===== src/design/ues_defines.vh =====
`ifndef UES_DEFINES_VH
`define UES_DEFINES_VH

// Register byte offsets within the port configuration space
`define UES_ADDR_W          12
`define UES_OFF_CONTROL     12'h100
`define UES_OFF_IRQ_STATUS  12'h104
`define UES_OFF_IRQ_MASK    12'h108
`define UES_OFF_SEVERITY    12'h10C

// Severity register fields
`define UES_SEV_LO          14
`define UES_SEV_HI          23
`define UES_SEV_STORE_LO    16
`define UES_SEV_NUM_EVT     10
`define UES_BIT_COMPLETION_TIMEOUT_SEVERITY      14
`define UES_BIT_COMPLETER_ABORT_SEVERITY      15
`define UES_BIT_INTERNAL    22
`define UES_BIT_MCBLOCKED   23
`define UES_SEV_STORE_RST   8'h46

// Control register fields
`define UES_CTL_IERR_EN     0
`define UES_CTL_MC_DIS      1
`define UES_CTL_RST         2'h0

// Interrupt status and mask fields
`define UES_IRQ_FATAL       0
`define UES_IRQ_NONFATAL    1
`define UES_IRQ_RST         2'h0

`endif


===== src/design/ues_severity_upper.v =====
// The APB slave port and the address map are this design's own decisions.
`include "ues_defines.vh"

module ues_severity_upper (
  input  wire                        clock,          // Core clock, 125 MHz
  input  wire                        rst_n,          // Power-on reset, async, active low
  input  wire                        hotReset,       // Hot, warm or link reset, sync level
  input  wire                        psel,           // APB select
  input  wire                        penable,        // APB access phase
  input  wire                        pwrite,         // APB direction, high for write
  input  wire [`UES_ADDR_W-1:0]      paddr,          // APB byte address
  input  wire [31:0]                 pwdata,         // APB write data
  output reg  [31:0]                 prdata,         // APB read data
  output reg                         pready,         // APB ready
  output reg                         pslverr,        // APB error on unmapped address
  input  wire [`UES_SEV_NUM_EVT-1:0] errorEvent,     // Error pulses for classes 14..23
  output reg                         fatalReport,    // Pulse: a fatal error is reported
  output reg                         nonFatalReport, // Pulse: a non-fatal error is reported
  output reg                         irq             // Level interrupt
);

  reg  [7:0]  sevStore;
  reg  [1:0]  control;
  reg  [1:0]  irqStatus;
  reg  [1:0]  irqMask;
  reg  [1:0]  rstSync;

  // Power-on reset: assertion is immediate, release goes through two flip-flops
  wire        rstInt_n    = rstSync[1];
  always @(posedge clock or negedge rst_n) begin
    if (!rst_n) begin
      rstSync <= 2'h0;
    end else begin
      rstSync <= {rstSync[0], 1'b1};
    end
  end

  wire        ierrEnable  = control[`UES_CTL_IERR_EN];
  wire        mcDisable   = control[`UES_CTL_MC_DIS];
  wire        accessPhase = psel & penable;
  wire        wrStrobe    = accessPhase & pready & pwrite;
  wire        hitControl  = (paddr == `UES_OFF_CONTROL);
  wire        hitStatus   = (paddr == `UES_OFF_IRQ_STATUS);
  wire        hitMask     = (paddr == `UES_OFF_IRQ_MASK);
  wire        hitSeverity = (paddr == `UES_OFF_SEVERITY);
  wire        hitAny      = hitControl | hitStatus | hitMask | hitSeverity;

  // Severity as seen by software and by the reporting logic
  reg  [31:0] sevView;
  always @* begin
    sevView = 32'h0000_0000;
    sevView[`UES_BIT_COMPLETION_TIMEOUT_SEVERITY] = 1'b0;
    sevView[`UES_BIT_COMPLETER_ABORT_SEVERITY] = 1'b0;
    sevView[21:16] = sevStore[5:0];
    sevView[`UES_BIT_INTERNAL] = ierrEnable ? sevStore[6] : 1'b1;
    sevView[`UES_BIT_MCBLOCKED] = mcDisable ? sevStore[7] : 1'b0;
  end

  // Next value of the stored severity bits; locked bits ignore writes
  reg  [7:0]  next_sevStore;
  always @* begin
    next_sevStore = sevStore;
    if (wrStrobe && hitSeverity) begin
      next_sevStore[5:0] = pwdata[21:16];
      if (ierrEnable) begin
        next_sevStore[6] = pwdata[`UES_BIT_INTERNAL];
      end
      if (mcDisable) begin
        next_sevStore[7] = pwdata[`UES_BIT_MCBLOCKED];
      end
    end
  end

  // Classify incoming errors by their current severity
  wire [`UES_SEV_NUM_EVT-1:0] sevSlice = sevView[`UES_SEV_HI:`UES_SEV_LO];
  wire anyFatal    = |(errorEvent & sevSlice);
  wire anyNonFatal = |(errorEvent & ~sevSlice);

  // Interrupt status: a new event wins over a write-one-to-clear
  reg  [1:0]  next_irqStatus;
  always @* begin
    next_irqStatus = irqStatus;
    if (wrStrobe && hitStatus) begin
      next_irqStatus = irqStatus & ~pwdata[1:0];
    end
    if (anyFatal) begin
      next_irqStatus[`UES_IRQ_FATAL] = 1'b1;
    end
    if (anyNonFatal) begin
      next_irqStatus[`UES_IRQ_NONFATAL] = 1'b1;
    end
  end

  reg  [1:0]  next_irqMask;
  always @* begin
    next_irqMask = irqMask;
    if (wrStrobe && hitMask) begin
      next_irqMask = pwdata[1:0];
    end
  end

  reg  [1:0]  next_control;
  always @* begin
    next_control = control;
    if (wrStrobe && hitControl) begin
      next_control = pwdata[1:0];
    end
  end

  // Read multiplexer
  reg  [31:0] readValue;
  always @* begin
    readValue = 32'h0000_0000;
    if (hitControl) begin
      readValue = {30'h0000_0000, control};
    end else if (hitStatus) begin
      readValue = {30'h0000_0000, irqStatus};
    end else if (hitMask) begin
      readValue = {30'h0000_0000, irqMask};
    end else if (hitSeverity) begin
      readValue = sevView;
    end
  end

  // Sticky severity bits: only the power-on reset returns them to default
  always @(posedge clock or negedge rstInt_n) begin
    if (!rstInt_n) begin
      sevStore <= `UES_SEV_STORE_RST;
    end else begin
      sevStore <= next_sevStore;
    end
  end

  // Non-sticky state, cleared by either reset
  always @(posedge clock or negedge rstInt_n) begin
    if (!rstInt_n) begin
      control        <= `UES_CTL_RST;
      irqStatus      <= `UES_IRQ_RST;
      irqMask        <= `UES_IRQ_RST;
      irq            <= 1'b0;
      fatalReport    <= 1'b0;
      nonFatalReport <= 1'b0;
    end else if (hotReset) begin
      control        <= `UES_CTL_RST;
      irqStatus      <= `UES_IRQ_RST;
      irqMask        <= `UES_IRQ_RST;
      irq            <= 1'b0;
      fatalReport    <= 1'b0;
      nonFatalReport <= 1'b0;
    end else begin
      control        <= next_control;
      irqStatus      <= next_irqStatus;
      irqMask        <= next_irqMask;
      irq            <= |(next_irqStatus & next_irqMask);
      fatalReport    <= anyFatal;
      nonFatalReport <= anyNonFatal;
    end
  end

  // APB slave: one wait state, ready in the second access cycle
  always @(posedge clock or negedge rstInt_n) begin
    if (!rstInt_n) begin
      pready  <= 1'b0;
      pslverr <= 1'b0;
      prdata  <= 32'h0000_0000;
    end else begin
      pready  <= accessPhase & ~pready;
      pslverr <= accessPhase & ~pready & ~hitAny;
      if (accessPhase && !pready && !pwrite) begin
        prdata <= readValue;
      end else begin
        prdata <= 32'h0000_0000;
      end
    end
  end

endmodule


===== config.mk =====
export PLATFORM = sky130hd
export DESIGN_NAME = ues_severity_upper
export DESIGN_NICKNAME = d
export VERILOG_FILES = /design/src/design/ues_severity_upper.v
export VERILOG_INCLUDE_DIRS = /design/src /design/src/design
export SDC_FILE = /design/constraint.sdc
export NUM_CORES = 1
export LEC_CHECK = 0
export ABC_AREA = 1
export BUFFER_PORTS_ARGS = -buffer_cell sky130_fd_sc_hd__buf_2
export CAP_MARGIN = 20
export CORE_MARGIN = 3
export CORE_UTILIZATION = 46
export DETAILED_ROUTE_END_ITERATION = 10
export PLACE_DENSITY = 0.88
export SETUP_SLACK_MARGIN = 0.4
export SYNTH_ARGS = -nofsm -noshare
export SYNTH_HDL_FRONTEND = slang
export SYNTH_SLANG_ARGS = --single-unit

===== constraint.sdc =====
create_clock -name clock -period 2.5 [get_ports clock]
set_clock_uncertainty 0.05 [all_clocks]
set_input_delay 0.125 -clock clock [delete_from_list [all_inputs] [get_ports clock]]
set_output_delay 0.125 -clock clock [all_outputs]
set_load 0.02 [all_outputs]

======== Yosys cells after proc, flatten, opt, wreduce, memory -nomap -nowiden ========
Index checks and enable logic that the tools add are counted.
word-level totals
  bits in registers ....................... 53
  bits of input ports ..................... 60
  output and inout port bits .............. 37
  logic and storage cells ................. 65
cells by class
  equal/unequal tests ..................... 4
  muxes and demuxes ....................... 18
  bitwise logic cells ..................... 16
  reductions and logical operators ........ 14
operator list
  operator                                         number
  two-way mux 24 bit                               4
  == test 12 x 9 -> 1 bit (second input constant)  4
  two-way mux 32 bit                               1
  AND 10 bit                                       2
  OR reduction 10 bit                              2
  two-way mux 2 bit                                6
  inverter 10 bit                                  1
  two-way mux 1 bit                                7
  logical AND 1 bit                                6
  AND 1 bit                                        5
  AND 2 bit                                        2
  AND reduction 2 bit                              2
  bitwise OR 1 bit                                 3
  zero test 1 bit                                  2
  inverter 1 bit                                   2
  inverter 2 bit                                   1
  nonzero test 2 bit                               1
  OR reduction 2 bit                               1

======== Logic depth before layout (Yosys ltp) ========
  word-level depth ........................ 9
  gate-level depth with buffers ........... 10
  mapped depth without buffers ............ 10

======== Worst setup path after synthesis ========
OpenSTA, ideal clock, no wires.
  kind .................................... register to register
  from .................................... reg pready
  to ...................................... reg sevStore[0]
  setup time .............................. 126 ps
  data arrival time ....................... 1257 ps
  data required time ...................... 2324 ps
  slack ................................... 1067 ps
  cell stages (with the launch flop) ...... 7
  path buffers ............................ 1
  clock period less this slack ............ 1433 ps
  cell sequence ........................... dfrtp_1 nand2_1 nor2_4 inv_2 nor3_4 buf_6 o21ai_0
between the ends
  longest elaborated chain between the ends .. 3
RTL lines
  item                     line                      RTL
  start, declared          ues_severity_upper.v:14   output reg pready,
  start signal, assigned   ues_severity_upper.v:167  pready <= accessPhase & ~pready;
  AND 1 bit (2 in series)  ues_severity_upper.v:41   wire wrStrobe = accessPhase & pready & pwrite;
  logical AND 1 bit        ues_severity_upper.v:63   if (wrStrobe && hitSeverity) begin
  end signal, assigned     ues_severity_upper.v:128  sevStore <= `UES_SEV_STORE_RST;
  end signal, assigned     ues_severity_upper.v:130  sevStore <= next_sevStore;
  end, declared            ues_severity_upper.v:22   reg [7:0] sevStore;
No other way between the ends.
A chain may end at the register's enable or synchronous reset.

======== Final worst setup path ========
  from .................................... reg pready
  to ...................................... reg sevStore[7]
between the ends
  longest elaborated chain between the ends .. 4
RTL lines
  item                           line
  AND 1 bit (2 in series)        ues_severity_upper.v:41
  logical AND 1 bit              ues_severity_upper.v:63
  AND reduction 2 bit (no line)  n/a
No other way between the ends.

==> results.sh <==
export IMPL_yosysWarnings=0
export IMPL_dp_hpwl_microns=2690
export IMPL_critPathBufInv=1
export IMPL_cts_sinks=31
export IMPL_final_cell_count_no_fill=314
export IMPL_n_fill_cell=284
export IMPL_worstPathArrival_ns=1.71
export IMPL_n_antenna_cell=0
export IMPL_netlist_area_leader_share=0.431
export IMPL_drc=0
export IMPL_grt_use_total=0.172
export IMPL_syn_area_sq_mm=0.00163
export IMPL_fmax_ghz=0.656
export IMPL_clockBufferDepth=2
export IMPL_synth_area_per_cell_sq_um=8.09
export IMPL_yosysUniqueCellTypes=24
export IMPL_yosysTopAreaCell="dfrtp_1"
export IMPL_powerDensity_mw_per_mm2=479
export IMPL_syn_to_final_growth_pct=24.2
export IMPL_cts_made_buffers=5
export IMPL_max_slew_worst_pin_slew_ns=0.500
export IMPL_gp_congestion=0.942
export IMPL_worstPathMaxFanout=16
export IMPL_cpLargestDelayFamily="simple AND/OR/NAND/NOR gates"
export IMPL_nets=329
export IMPL_post_cts_buffers=0
export IMPL_period_minus_slack_ns=1.52
export IMPL_slew_viol_final=0
export IMPL_crit_chain="nand2_1, nor2_4, inv_2, nor3_4, nand2_1, nand2_1, nand2_1"
export IMPL_cp_end_kind="register"
export IMPL_critPathKind="register to register"
export IMPL_port_buffers=52
export IMPL_crit_required_ns=2.69
export IMPL_root_buffer="clkbuf_4"
export IMPL_die_w_microns=65.4
export IMPL_cpMostUsedCell="nand2_1"
export IMPL_final_common_cell="buf_2"
export IMPL_drive_above_1_share=0.270
export IMPL_wl_microns=3430
export IMPL_vias_per_cell=4.46
export IMPL_postSynthCellCount=201
export IMPL_slew_headroom=0.665
export IMPL_finalHoldViolCount=0
export IMPL_num_io_pins=97
export IMPL_ys_ff_latch=31
export IMPL_peakVddDrop_v=0.000302
export IMPL_grt_pass1_wl_microns=5420
export IMPL_rsz0062_at_grt="no"
export IMPL_initial_core_util=0.507
export IMPL_outcome="finished clean"
export IMPL_path_clk_slew_ns=0.09
export IMPL_p_leak_uw=0.00119
export IMPL_slowest_delay_ns=0.46
export IMPL_ys_top_cells_by_area="dfrtp_1 (43%), nand2_1 (11%), buf_4 (10%)"
export IMPL_cp_slowest_cell="nor3_4"
export IMPL_dieArea_sq_mm=0.00428
export IMPL_ys_seq_area_frac=0.480
export IMPL_hold_path_class="primary input to register"
export IMPL_drtIter0Drc=74
export IMPL_grt_max_degree=30
export IMPL_tns_ns=0
export IMPL_dp_cells=296
export IMPL_start_kind="register"
export IMPL_postRouteAntennaNets=0
export IMPL_insertion_delay_ns=0.33
export IMPL_num_vias=1402
export IMPL_htreeDepth=2
export IMPL_grt_overflow=0
export IMPL_grt_antenna_before_repair=0
export IMPL_core_rowCount=20
export IMPL_finalSetupViolCount=0
export IMPL_final_cell_mix="buf_2 (52), nand2_1 (49), dfrtp_1 (28), inv_1 (26), conb_1 (23)"
export IMPL_die_y_microns=65.4
export IMPL_dr_pass1_iters=4
export IMPL_cts_tree="done"
export IMPL_wire_per_inst_microns=10.9
export IMPL_core_sq_mm=0.00320
export IMPL_cap_violations=0
export IMPL_grt_pass1_vias=1245
export IMPL_period_share=0.610
==> final cells by class <==
class	count	area [sq um]	share of cell area
clock buffer	8	68.8	0.0341
inverter	27	101	0.0502
multi-input combinational	141	647	0.320
sequential	31	779	0.386
tap	44	55.1	0.0273
timing repair buffer	63	368	0.182
==> routing by layer <==
metal / global-route usage / part of all wire / wire length [microns] / up-vias
met4: 0.114 / 0.038 / 132 / 0
met2: 0.278 / 0.50 / 1700 / 69
met5: 0 / 0 / 0 / -
met1: 0.194 / 0.38 / 1310 / 603
li1: - / - / - / 717
met3: 0.0530 / 0.085 / 290 / 13
==> what timing repair did <==
item / in CTS / in global routing
endpoints found under the hold margin: 11 / 0
hold buffers: 10 / 0
resized for setup: 0 / 0
==> sequential cells by signal, indices dropped and copies added, names as in the netlist <==
signal	flops
prdata	10
sevStore	8
control	2
irqMask	2
irqStatus	2
rstSync	2
fatalReport	1
irq	1
nonFatalReport	1
pready	1
pslverr	1
==> power breakdown <==
| group | internal [uW] | switching (uW) |
|---|---|---|
| Combinational | 46.8 | 84.0 |
| Sequential | 511 | 6.56 |
| Clock | 165 | 154 |
| Total | 723 | 245 |
==> through the flow <==
stage | worst slack [ns] | hold slack (ns) | area [sq um] | util | power (uW)
6_report | 0.975 | 0.0300 | 2020 | 0.630 | 968
5_1_grt | 0.731 | 0.0108 | 2020 | 0.630 | 1020
4_1_cts | 0.961 | 0.0115 | 2020 | 0.630 | 976
3_5_place_dp | 0.973 | -0.138 | 1850 | 0.578 | 645
3_3_place_gp | 1.03 | -0.139 | 1850 | 0.578 | 642
2_1_floorplan | 1.07 | -0.221 | 1700 | - | 623
==> worst paths after layout <==
check,startpoint,endpoint,slack (ns),cells after the start
max in group asynchronous,rstSync[1]$_DFF_PN0_,sevStore[2]$_DFFE_PN1N_,1.91,1
min in group asynchronous,rst_n,rstSync[0]$_DFF_PN0_,0.05,2
worst max register to register,pready$_DFF_PN0_,sevStore[7]$_DFFE_PN0P_,0.98,7
worst max-delay path,pready$_DFF_PN0_,sevStore[7]$_DFFE_PN0P_,0.98,7
worst min register to register,rstSync[1]$_DFF_PN0_,sevStore[7]$_DFFE_PN0P_,0.19,1
worst min-delay path,pwdata[0],control[0]$_DFFE_PN0P_,0.03,3
==> kinds of logic (layout without fill, tap and decap cells) <==
logic type             after synthesis  in the layout  synth area share
buffers and inverters               50             98             0.171
AND/OR/NAND/NOR                     98             98             0.278
other                                2             23           0.00462
AO/OA/AOI/OAI                       20             20            0.0670
flip-flops                          31             31             0.480
==> Yosys cell counts <==
cell,number
nand2_1,49
dfrtp_1,28
inv_1,26
buf_4,22
nor2_1,22
o21ai_0,13
nand3_1,9
nand4_1,6
a21oi_1,3
dfstp_2,3
and2_1,2
conb_1,2
nor2_2,2
nor2_4,2
nor3_1,2
o21bai_1,2
buf_6,1
inv_2,1
nand3_2,1
nand4_2,1
nor3_4,1
o21ai_1,1
o21ai_2,1
or2_2,1
==> worst register-to-register path, delay by kind of cell, from the launching register on <==
kind | cells | cell delay, ns
AND/OR/NAND/NOR | 6 | 0.93
flip-flops | 1 | 0.37
buffers and inverters | 1 | 0.08
No activity file was read; power rests on OpenSTA's default activity.
